--- src/hdl/rapt_pkg.sv ---
// Constants, register map and field layout of the system timer block.
// Assumes a 32-bit AXI4-Lite slave port and one 125 MHz clock.
// Overview of operation
// - The clock counts only while the run enable is set, and that bit survives reset.
// - The 32-bit clock count register is readable, writable and always shows the count.
// - A maskable match interrupt rises as soon as the match register equals the count.
// - The match compares whole seconds and fires on entry to equality, whether by a second step or a count or match write.
// - The tick level field in bits 15:8 is the value the tick request output carries.
// - The tick flag sets when the down counter reaches zero and clears only on a written one.
// - The tick request output is driven only while tick flag and tick enable are both set.
// - With tick freeze halt set, the down counter stops while the freeze input is high.
// - The down counter runs only while its enable is one, holds when off, resets to one.
// - The 16-bit reload value is loaded into the down counter as its starting count.
// - A reload value of all ones gives the longest tick period.
// - The remaining count is read-only; writes are ignored and reads do not disturb it.
// - The second step divides 32.768 kHz or 38.4 kHz by the source select, kept over reset.
// - One hz and match flags set on their events, clear on a written one, and interrupt if enabled.
// - With clock freeze halt set, the clock stops while the freeze input is high.

package rapt_pkg;

   localparam int           ADDR_W     = 6;
   localparam int           DATA_W     = 32;
   localparam int           BYTE_LANES = 4;

   // Register byte addresses
   localparam logic [5:0]   REG_CLOCK_CTRL  = 6'h00;
   localparam logic [5:0]   REG_CLOCK_COUNT = 6'h04;
   localparam logic [5:0]   REG_WAKEUP      = 6'h08;
   localparam logic [5:0]   REG_TICK_CTRL   = 6'h0C;
   localparam logic [5:0]   REG_TICK_RELOAD = 6'h10;
   localparam logic [5:0]   REG_TICK_CUR    = 6'h14;
   localparam logic [5:0]   REG_IRQ_STATUS  = 6'h18;
   localparam logic [5:0]   REG_IRQ_CLEAR   = 6'h1C;
   localparam logic [5:0]   REG_IRQ_ENABLE  = 6'h20;

   // Clock control status fields
   localparam int           CC_LEVEL_LSB  = 8;
   localparam int           CC_ONE_HZ     = 7;
   localparam int           CC_MATCH      = 6;
   localparam int           CC_SRC_SEL    = 4;
   localparam int           CC_ONE_HZ_IE  = 3;
   localparam int           CC_MATCH_IE   = 2;
   localparam int           CC_FREEZE     = 1;
   localparam int           CC_RUN        = 0;

   // Tick control status fields
   localparam int           TC_LEVEL_LSB  = 8;
   localparam int           TC_FLAG       = 7;
   localparam int           TC_IRQ_EN     = 2;
   localparam int           TC_FREEZE     = 1;
   localparam int           TC_COUNT_EN   = 0;

   // Interrupt status bits
   localparam int           IRQ_ONE_HZ    = 0;
   localparam int           IRQ_MATCH     = 1;
   localparam int           IRQ_TICK      = 2;
   localparam int           IRQ_BITS      = 3;

   // Reset values
   localparam logic [15:0]  TICK_RELOAD_RST = 16'hFFFF;
   localparam logic         TICK_EN_RST     = 1'b1;

   // Reference edges per second
   localparam logic [15:0]  SEC_DIV_32K = 16'h8000;
   localparam logic [15:0]  SEC_DIV_38K = 16'h9600;

   // AXI responses
   localparam logic [1:0]   RESP_OKAY   = 2'h0;
   localparam logic [1:0]   RESP_SLVERR = 2'h2;

endpackage

--- src/hdl/rapt_sec_div.sv ---
// One-second step divider counting reference edges.
// Assumes a one-cycle reference edge pulse on the system clock.
`timescale 1ns/10ps
`default_nettype none

module rapt_sec_div
   import rapt_pkg::*;
(
   input  wire logic i_clk,
   input  wire logic i_rstn,
   input  wire logic i_step,
   input  wire logic i_run,
   input  wire logic i_sel,
   output var  logic o_sec
);

   logic [15:0] edge_cnt;
   logic [15:0] limit;

   assign limit = i_sel ? SEC_DIV_38K : SEC_DIV_32K;

   // Divider holds while the clock is stopped
   always_ff @(posedge i_clk or negedge i_rstn) begin
      if (!i_rstn) begin
         edge_cnt <= 16'h0000;
         o_sec    <= 1'b0;
      end else begin
         o_sec <= 1'b0;
         if (i_run && i_step) begin
            if (edge_cnt >= limit - 16'h0001) begin
               edge_cnt <= 16'h0000;
               o_sec    <= 1'b1;
            end else begin
               edge_cnt <= edge_cnt + 16'h0001;
            end
         end
      end
   end

endmodule

`default_nettype wire

--- src/hdl/rapt_tick_cnt.sv ---
// Periodic modulus down counter with reload.
// Assumes steps arrive as one-cycle pulses on the system clock.
`timescale 1ns/10ps
`default_nettype none

module rapt_tick_cnt
   import rapt_pkg::*;
(
   input  wire logic        i_clk,
   input  wire logic        i_rstn,
   input  wire logic        i_step,
   input  wire logic        i_run,
   input  wire logic        i_load,
   input  wire logic [15:0] i_load_value,
   input  wire logic [15:0] i_reload,
   output var  logic [15:0] o_count,
   output var  logic        o_zero
);

   logic [15:0] next_count;

   assign next_count = (o_count == 16'h0000) ? i_reload : o_count - 16'h0001;

   // Period is reload plus one steps, so all ones is the longest
   always_ff @(posedge i_clk or negedge i_rstn) begin
      if (!i_rstn) begin
         o_count <= TICK_RELOAD_RST;
         o_zero  <= 1'b0;
      end else begin
         o_zero <= 1'b0;
         if (i_load) begin
            o_count <= i_load_value;
         end else if (i_run && i_step) begin
            o_count <= next_count;
            o_zero  <= (next_count == 16'h0000);
         end
      end
   end

endmodule

`default_nettype wire

--- src/hdl/rapt_top.sv ---
// Top of the system timer: seconds clock with match compare, periodic
// tick counter and an AXI4-Lite register slave.
// Assumes i_ref_clk and i_freeze are asynchronous pins; one write and
// one read at most in flight.
//
// The AXI4-Lite slave port and the placing of the registers are this design's own decisions.
`timescale 1ns/10ps
`default_nettype none

module rapt_top
   import rapt_pkg::*;
(
   input  wire logic              i_clk,
   input  wire logic              i_resetn,
   input  wire logic              i_ref_clk,
   input  wire logic              i_freeze,
   input  wire logic [ADDR_W-1:0] i_awaddr,
   input  wire logic              i_awvalid,
   output var  logic              o_awready,
   input  wire logic [DATA_W-1:0] i_wdata,
   input  wire logic [3:0]        i_wstrb,
   input  wire logic              i_wvalid,
   output var  logic              o_wready,
   output var  logic [1:0]        o_bresp,
   output var  logic              o_bvalid,
   input  wire logic              i_bready,
   input  wire logic [ADDR_W-1:0] i_araddr,
   input  wire logic              i_arvalid,
   output var  logic              o_arready,
   output var  logic [DATA_W-1:0] o_rdata,
   output var  logic [1:0]        o_rresp,
   output var  logic              o_rvalid,
   input  wire logic              i_rready,
   output var  logic              o_irq,
   output var  logic [7:0]        o_tick_irq_req,
   output var  logic [7:0]        o_clock_irq_req
);

   logic                rst_meta;
   logic                rst_n;
   logic                ref_meta;
   logic                ref_sync;
   logic                ref_last;
   logic                ref_step;
   logic                frz_meta;
   logic                frz_sync;
   logic                aw_got;
   logic                w_got;
   logic [ADDR_W-1:0]   wr_addr;
   logic [DATA_W-1:0]   wr_data;
   logic [DATA_W-1:0]   wr_mask;
   logic [3:0]          wr_strb;
   logic                wr_en;
   logic [DATA_W-1:0]   wr_bits;
   logic                wr_mapped;
   logic                rd_mapped;
   logic [DATA_W-1:0]   rd_value;
   logic [7:0]          clock_irq_level;
   logic                one_hz_flag;
   logic                match_flag;
   logic                clock_source_select = 1'b0;
   logic                clock_run_enable    = 1'b0;
   logic                one_hz_irq_enable;
   logic                match_irq_enable;
   logic                clock_freeze_halt;
   logic [31:0]         clock_count_value;
   logic [31:0]         wakeup_match_reg;
   logic                eq_last;
   logic                match_evt;
   logic                sec_pulse;
   logic                sec_step;
   logic                rtc_run;
   logic [7:0]          tick_irq_level;
   logic                tick_flag;
   logic                tick_irq_enable;
   logic                tick_freeze_halt;
   logic                tick_count_enable;
   logic [15:0]         tick_reload_value;
   logic [15:0]         tick_remaining;
   logic                tick_zero;
   logic                tick_run;
   logic [IRQ_BITS-1:0] irq_status;
   logic [IRQ_BITS-1:0] irq_enable;
   logic [IRQ_BITS-1:0] irq_set;
   logic [31:0]         clock_ctrl_status;
   logic [31:0]         tick_ctrl_status;
   logic [31:0]         next_clock_ctrl;
   logic [31:0]         next_tick_ctrl;
   logic [31:0]         next_count;
   logic [31:0]         next_wakeup;
   logic [31:0]         next_reload;
   logic [31:0]         next_enable;
   logic                hit_cc;
   logic                hit_count;
   logic                hit_wake;
   logic                hit_tc;
   logic                hit_reload;
   logic                hit_clear;
   logic                hit_enable;

   // Reset released through two flops, asserted at once
   always_ff @(posedge i_clk or negedge i_resetn) begin
      if (!i_resetn) begin
         rst_meta <= 1'b0;
         rst_n    <= 1'b0;
      end else begin
         rst_meta <= 1'b1;
         rst_n    <= rst_meta;
      end
   end

   // Pin synchronisers; edge taken only from the second stage
   always_ff @(posedge i_clk or negedge rst_n) begin
      if (!rst_n) begin
         ref_meta <= 1'b0;
         ref_sync <= 1'b0;
         ref_last <= 1'b0;
         frz_meta <= 1'b0;
         frz_sync <= 1'b0;
      end else begin
         ref_meta <= i_ref_clk;
         ref_sync <= ref_meta;
         ref_last <= ref_sync;
         frz_meta <= i_freeze;
         frz_sync <= frz_meta;
      end
   end

   assign ref_step = ref_sync & ~ref_last;

   assign rtc_run  = clock_run_enable & ~(clock_freeze_halt & frz_sync);
   assign tick_run = tick_count_enable & ~(tick_freeze_halt & frz_sync);
   assign sec_step = sec_pulse & rtc_run;

   rapt_sec_div u_sec_div (
      .i_clk  (i_clk),
      .i_rstn (rst_n),
      .i_step (ref_step),
      .i_run  (rtc_run),
      .i_sel  (clock_source_select),
      .o_sec  (sec_pulse)
   );

   rapt_tick_cnt u_tick_cnt (
      .i_clk        (i_clk),
      .i_rstn       (rst_n),
      .i_step       (ref_step),
      .i_run        (tick_run),
      .i_load       (hit_reload),
      .i_load_value (next_reload[15:0]),
      .i_reload     (tick_reload_value),
      .o_count      (tick_remaining),
      .o_zero       (tick_zero)
   );

   // Byte enables widened to a bit mask
   for (genvar b = 0; b < BYTE_LANES; b++) begin : g_mask
      assign wr_mask[8*b +: 8] = {8{wr_strb[b]}};
   end

   // Write side: address and data taken in either order
   always_ff @(posedge i_clk or negedge rst_n) begin
      if (!rst_n) begin
         o_awready <= 1'b0;
         o_wready  <= 1'b0;
         aw_got    <= 1'b0;
         w_got     <= 1'b0;
         wr_addr   <= '0;
         wr_data   <= '0;
         wr_strb   <= 4'h0;
         o_bvalid  <= 1'b0;
         o_bresp   <= RESP_OKAY;
      end else begin
         if (i_awvalid && o_awready) begin
            o_awready <= 1'b0;
            aw_got    <= 1'b1;
            wr_addr   <= i_awaddr;
         end else if (!aw_got && !o_bvalid) begin
            o_awready <= 1'b1;
         end
         if (i_wvalid && o_wready) begin
            o_wready <= 1'b0;
            w_got    <= 1'b1;
            wr_data  <= i_wdata;
            wr_strb  <= i_wstrb;
         end else if (!w_got && !o_bvalid) begin
            o_wready <= 1'b1;
         end
         if (wr_en) begin
            aw_got   <= 1'b0;
            w_got    <= 1'b0;
            o_bvalid <= 1'b1;
            o_bresp  <= wr_mapped ? RESP_OKAY : RESP_SLVERR;
         end else if (o_bvalid && i_bready) begin
            o_bvalid <= 1'b0;
         end
      end
   end

   assign wr_en      = aw_got & w_got & ~o_bvalid;
   assign wr_bits    = wr_data & wr_mask;
   assign hit_cc     = wr_en && (wr_addr == REG_CLOCK_CTRL);
   assign hit_count  = wr_en && (wr_addr == REG_CLOCK_COUNT);
   assign hit_wake   = wr_en && (wr_addr == REG_WAKEUP);
   assign hit_tc     = wr_en && (wr_addr == REG_TICK_CTRL);
   assign hit_reload = wr_en && (wr_addr == REG_TICK_RELOAD);
   assign hit_clear  = wr_en && (wr_addr == REG_IRQ_CLEAR);
   assign hit_enable = wr_en && (wr_addr == REG_IRQ_ENABLE);
   assign wr_mapped  = hit_cc | hit_count | hit_wake | hit_tc | hit_reload | hit_clear
                       | hit_enable | (wr_addr == REG_TICK_CUR) | (wr_addr == REG_IRQ_STATUS);

   // Register images as software sees them
   assign clock_ctrl_status = {16'h0000, clock_irq_level, one_hz_flag, match_flag, 1'b0,
                               clock_source_select, one_hz_irq_enable, match_irq_enable,
                               clock_freeze_halt, clock_run_enable};
   // unused bits never stored, read as zero
   assign tick_ctrl_status  = {16'h0000, tick_irq_level, tick_flag, 4'h0,
                               tick_irq_enable, tick_freeze_halt, tick_count_enable};

   // Byte-lane merge of old value and written bits
   assign next_clock_ctrl = (clock_ctrl_status & ~wr_mask) | wr_bits;
   assign next_tick_ctrl  = (tick_ctrl_status & ~wr_mask) | wr_bits;
   assign next_count      = (clock_count_value & ~wr_mask) | wr_bits;
   assign next_wakeup     = (wakeup_match_reg & ~wr_mask) | wr_bits;
   assign next_reload     = ({16'h0000, tick_reload_value} & ~wr_mask) | wr_bits;
   assign next_enable     = ({29'h0, irq_enable} & ~wr_mask) | wr_bits;

   // bits with no reset, kept across a reset pulse
   always_ff @(posedge i_clk) begin
      if (hit_cc) begin
         clock_run_enable    <= next_clock_ctrl[CC_RUN];
         clock_source_select <= next_clock_ctrl[CC_SRC_SEL];
      end
   end

   // Clock controls, count and match register
   always_ff @(posedge i_clk or negedge rst_n) begin
      if (!rst_n) begin
         clock_irq_level   <= 8'h00;
         one_hz_irq_enable <= 1'b0;
         match_irq_enable  <= 1'b0;
         clock_freeze_halt <= 1'b0;
         clock_count_value <= 32'h0000_0000;
         wakeup_match_reg  <= 32'h0000_0000;
      end else begin
         if (hit_cc) begin
            clock_irq_level   <= next_clock_ctrl[CC_LEVEL_LSB +: 8];
            one_hz_irq_enable <= next_clock_ctrl[CC_ONE_HZ_IE];
            match_irq_enable  <= next_clock_ctrl[CC_MATCH_IE];
            clock_freeze_halt <= next_clock_ctrl[CC_FREEZE];
         end
         // software write beats the second step
         if (hit_count) begin
            clock_count_value <= next_count;
         end else if (sec_step) begin
            clock_count_value <= clock_count_value + 32'h0000_0001;
         end
         if (hit_wake) begin
            wakeup_match_reg <= next_wakeup;
         end
      end
   end

   // match fires on entry to equality only
   always_ff @(posedge i_clk or negedge rst_n) begin
      if (!rst_n) begin
         eq_last <= 1'b1;
      end else begin
         eq_last <= (clock_count_value == wakeup_match_reg);
      end
   end

   assign match_evt = (clock_count_value == wakeup_match_reg) & ~eq_last;

   // clock flags, set wins over a written one
   always_ff @(posedge i_clk or negedge rst_n) begin
      if (!rst_n) begin
         one_hz_flag <= 1'b0;
         match_flag  <= 1'b0;
      end else begin
         one_hz_flag <= (one_hz_flag & ~(hit_cc & wr_bits[CC_ONE_HZ])) | sec_step;
         match_flag  <= (match_flag & ~(hit_cc & wr_bits[CC_MATCH])) | match_evt;
      end
   end

   // Tick controls and reload value
   always_ff @(posedge i_clk or negedge rst_n) begin
      if (!rst_n) begin
         tick_irq_level    <= 8'h00;
         tick_irq_enable   <= 1'b0;
         tick_freeze_halt  <= 1'b0;
         tick_count_enable <= TICK_EN_RST;
         tick_reload_value <= TICK_RELOAD_RST;
      end else begin
         if (hit_tc) begin
            tick_irq_level    <= next_tick_ctrl[TC_LEVEL_LSB +: 8];
            tick_irq_enable   <= next_tick_ctrl[TC_IRQ_EN];
            tick_freeze_halt  <= next_tick_ctrl[TC_FREEZE];
            tick_count_enable <= next_tick_ctrl[TC_COUNT_EN];
         end
         if (hit_reload) begin
            tick_reload_value <= next_reload[15:0];
         end
      end
   end

   // tick flag, event wins over the clear
   always_ff @(posedge i_clk or negedge rst_n) begin
      if (!rst_n) begin
         tick_flag <= 1'b0;
      end else begin
         tick_flag <= (tick_flag & ~(hit_tc & wr_bits[TC_FLAG])) | tick_zero;
      end
   end

   // Summary status, clear and enable; set wins over clear
   assign irq_set = {tick_zero, match_evt, sec_step};

   always_ff @(posedge i_clk or negedge rst_n) begin
      if (!rst_n) begin
         irq_status <= '0;
         irq_enable <= '0;
      end else begin
         irq_status <= (irq_status & ~({IRQ_BITS{hit_clear}} & wr_bits[IRQ_BITS-1:0])) | irq_set;
         if (hit_enable) begin
            irq_enable <= next_enable[IRQ_BITS-1:0];
         end
      end
   end

   // Interrupt outputs; one cycle behind the flags
   always_ff @(posedge i_clk or negedge rst_n) begin
      if (!rst_n) begin
         o_irq           <= 1'b0;
         o_tick_irq_req  <= 8'h00;
         o_clock_irq_req <= 8'h00;
      end else begin
         o_irq           <= |(irq_status & irq_enable);
         o_tick_irq_req  <= (tick_flag & tick_irq_enable) ? tick_irq_level : 8'h00;
         o_clock_irq_req <= ((one_hz_flag & one_hz_irq_enable) | (match_flag & match_irq_enable))
                            ? clock_irq_level : 8'h00;
      end
   end

   // Read mux; reads have no side effects
   always_comb begin
      rd_mapped = 1'b1;
      rd_value  = 32'h0000_0000;
      case (i_araddr)
         REG_CLOCK_CTRL  : rd_value = clock_ctrl_status;
         REG_CLOCK_COUNT : rd_value = clock_count_value;
         REG_WAKEUP      : rd_value = wakeup_match_reg;
         REG_TICK_CTRL   : rd_value = tick_ctrl_status;
         REG_TICK_RELOAD : rd_value = {16'h0000, tick_reload_value};
         REG_TICK_CUR    : rd_value = {16'h0000, tick_remaining};
         REG_IRQ_STATUS  : rd_value = {29'h0, irq_status};
         REG_IRQ_CLEAR   : rd_value = 32'h0000_0000;
         REG_IRQ_ENABLE  : rd_value = {29'h0, irq_enable};
         default         : rd_mapped = 1'b0;
      endcase
   end

   // Read side: data one cycle after the address is taken
   always_ff @(posedge i_clk or negedge rst_n) begin
      if (!rst_n) begin
         o_arready <= 1'b0;
         o_rvalid  <= 1'b0;
         o_rdata   <= 32'h0000_0000;
         o_rresp   <= RESP_OKAY;
      end else begin
         if (i_arvalid && o_arready) begin
            o_arready <= 1'b0;
            o_rvalid  <= 1'b1;
            o_rdata   <= rd_value;
            o_rresp   <= rd_mapped ? RESP_OKAY : RESP_SLVERR;
         end else if (o_rvalid && i_rready) begin
            o_rvalid <= 1'b0;
         end else if (!o_rvalid) begin
            o_arready <= 1'b1;
         end
      end
   end

endmodule

`default_nettype wire

--- config.mk ---
export PLATFORM = sky130hd
export DESIGN_NAME = rapt_top
export DESIGN_NICKNAME = d
export VERILOG_FILES = /design/src/hdl/rapt_pkg.sv /design/src/hdl/rapt_sec_div.sv /design/src/hdl/rapt_tick_cnt.sv /design/src/hdl/rapt_top.sv
export SDC_FILE = /design/constraint.sdc
export NUM_CORES = 1
export LEC_CHECK = 0
export BUFFER_PORTS_ARGS = -buffer_cell sky130_fd_sc_hd__buf_4
export CAP_MARGIN = 20
export CORE_UTILIZATION = 60
export DETAILED_ROUTE_END_ITERATION = 10
export MAX_ROUTING_LAYER = met4
export PLACE_DENSITY = 0.86
export SLEW_MARGIN = 10
export SYNTH_ARGS = -nofsm -noshare
export SYNTH_HDL_FRONTEND = slang
export SYNTH_HIERARCHICAL = 1
export SYNTH_SLANG_ARGS = --single-unit
export TNS_END_PERCENT = 10
--- constraint.sdc ---
create_clock -name i_clk -period 10.1 [get_ports i_clk]
set_input_delay 1.01 -clock i_clk [delete_from_list [all_inputs] [get_ports i_clk]]
set_output_delay 1.01 -clock i_clk [all_outputs]
set_load 0.01 [all_outputs]
==> metrics.txt <==
CTS Buf Count 27; register bit count reported by yosys about 260; critical path cell sequence buf_4 > nor4_1 > and2_1 > a221oi_1 > a21oi_1; Slowest-stage cell, CP and2_1; GRT overflow 0; die footprint 22100 sq um; largest family of logic cells by synthesized area simple AND/OR/NAND/NOR gates; P_leak between 0.006 and 0.007 uW; Compound-Gate Fraction of Synth Area 0.134; Post-synth EDFFs 2; CTS Sinks 255; H-tree depth 1; clock slew at reported path FFs 0.06 ns; Yosys warning count 6; gr usage total 0.333; buffers and inverters on the worst path 1; CTS tree built; # setup viols final 0; ANT nets after route 0; post-synthesis sequential area ratio 0.498; Layout fillers 1505; share of cell area taken by muxes after synthesis 0.127; status finished clean; fraction of the mapped netlist area in simple logic gates 0.173; Max Transition Viols Final 0; clock skew roughly 0.010 ns; slowest cell delay on critical path slightly above 1 ns; final WL around 35 mm; Async SR Flop Fraction 0.992; Max VDD drop around 200 uV; Initial Util 0.613; DR WL/cell approximately 22 microns; core area between 20000 and 25000 sq um; CP arrival around 3.5 ns; largest net degree at the start of global routing 180; crit path capture type flip-flop; Worst R2R Path Depth 6; initial antenna violation count 0; GP Congestion roughly 0.94; post-CTS setup buffer count 0; Synth cell types between 80 and 90; Fin. Hold Viols 0; Gates resized, CTS repair 0; Hold Buf Count CTS 0; Setup WS post-layout approximately 7.1 ns; Setup TNS 0 ns; max-cap viol count 0; WP data required roughly 11 ns; CTS max path bufs 3; Initial DRC Count 1095; unrepaired setup endpoints after global routing no; Synth Flop Type dfrtp_1; Clk Latency, worst-skew pair between 0.5 and 0.6 ns; dpl cells 1538; syn avg cell area around 11 sq um; root buf cell clkbuf_16; cell family with most CP delay simple AND/OR/NAND/NOR gates; Vias ~11000; hold crit path type in2async; hold_ws 0.219 ns; Crit Path Max Fanout 25; synthesis-to-layout area growth 15.1%; fmax between 300 and 400 MHz; Crit path depth 5; post-route non-filler standard cell count 1589; power per cell area between 200 and 300 nW/um^2; site row count 53; CP Launch Type primary input; Period minus WS final between 2 and 3 ns; most frequent cells in the layout 218 x dfrtp_1, 128 x mux2_2, 121 x buf_4, 113 x nand2_1, 92 x nor2_1; die span in x 149 microns; vias in the first global route ~10000; Post-Synth XOR/XNOR Area 0.0305; adder-cell share of the synthesized area 0.00871; Port Buf Inserts around 110; ANT cells 0; first-pass GRT wire length ~55 mm; CP Class in2reg; Final period util 0.296; Post-Synthesis Cells between 1000 and 1500; via-per-instance ratio between 6 and 7; pre-CTS setup slack about 6.6 ns; relative slew slack 0.224; Nets 1359; Slew @ Worst Pin approximately 1.2 ns; mapped cell area ~13000 sq um; die height 149 microns; commonest non-fill, non-tap cell in the layout dfrtp_1; post-DP HPWL around 24 mm; I/O pin count 115; Initial DRT Pass Iterations 5; # DRC 0; share of cells above drive strength 1 0.279
[layout make-up]
class | instances | area [sq um] | area share
multi-input combinational | 869 | 6140 | 0.413
tap | 275 | 344 | 0.0231
inverter | 17 | 63.8 | 0.00429
sequential | 255 | 6440 | 0.433
clock inverter | 11 | 126 | 0.00850
timing repair buffer | 123 | 948 | 0.0638
clock buffer | 39 | 811 | 0.0545
[where the power goes]
part | leakage, uW | switching [uW] | internal [uW]
clock | 0.000467 | 419 | 610
combinational | 0.00281 | 463 | 513
sequential | 0.00316 | 513 | 1380
total | 0.00643 | 1400 | 2510
[cell usage after synthesis, drive strengths merged (5+ instances only)]
cell type  number  area (sq um)
nor2           93           352
a21o            8          60.1
and3           12          75.1
nand4          33           221
inv            17          63.8
ha              9           113
dfrtp         219          5480
nor4           15           130
clkbuf         51           191
a2bb2oi         5          43.8
a31oi          10          62.6
and2           14          87.6
and4            7          61.3
xor2            9          78.8
buf            18           110
a22oi          11          82.6
nor4b           6           104
o21ai          62           325
nand2         117           447
nor3b           7          57.6
mux2          128          1440
nand3          38           208
or4            12          97.6
a211oi          5          37.5
mux2i          13           130
o21a            6          45.0
o22ai          10          62.6
xnor2          36           315
or3             8          50.1
dfstp          34           893
nor3           20           116
o211ai         24           190
a21oi          46           238
nor2b          15          93.8
a221oi         29           260
[metrics by stage]
step,utilization,power (uW),instance area (sq um)
final,0.705,3900,14900
after global routing,0.705,4070,14900
after CTS,0.704,3880,14900
after detailed placement,0.660,2840,13900
after global placement,0.660,2780,13900
after floorplan,-,2380,12900
[routing by layer]
metal  wire length [microns]  global-route usage  share of wire
met1                   14100               0.446           0.40
met2                   16300               0.507           0.46
met3                    3260              0.0541          0.093
met4                    1440               0.138          0.041
met5                       0                   -              0
[cells by family (layout without fill, tap and decap cells)]
| logic type | after synthesis | after routing |
|---|---|---|
| DFF | 255 | 255 |
| AOI/OAI and AO/OA | 253 | 253 |
| muxes | 144 | 144 |
| xor gates and xnor gates | 45 | 45 |
| other | 2 | 3 |
| adders and majority gates | 9 | 9 |
| and+or+nand+nor | 415 | 415 |
| buffers and inverters | 86 | 190 |
[worst paths after layout]
check                                 start    endpoint  slack [ns]
max in group asynchronous             rst_n  o_rdata[9]        8.13
worst min register to register     frz_meta    frz_sync        0.35
worst max register to register    flip-flop   flip-flop        7.37
worst max-delay path            i_araddr[5]  o_rdata[4]        7.11
worst min-delay path               i_resetn       rst_n        0.22
min in group i_clk                 frz_meta    frz_sync        0.35
Note: power is estimated with default switching activity, not from simulation.
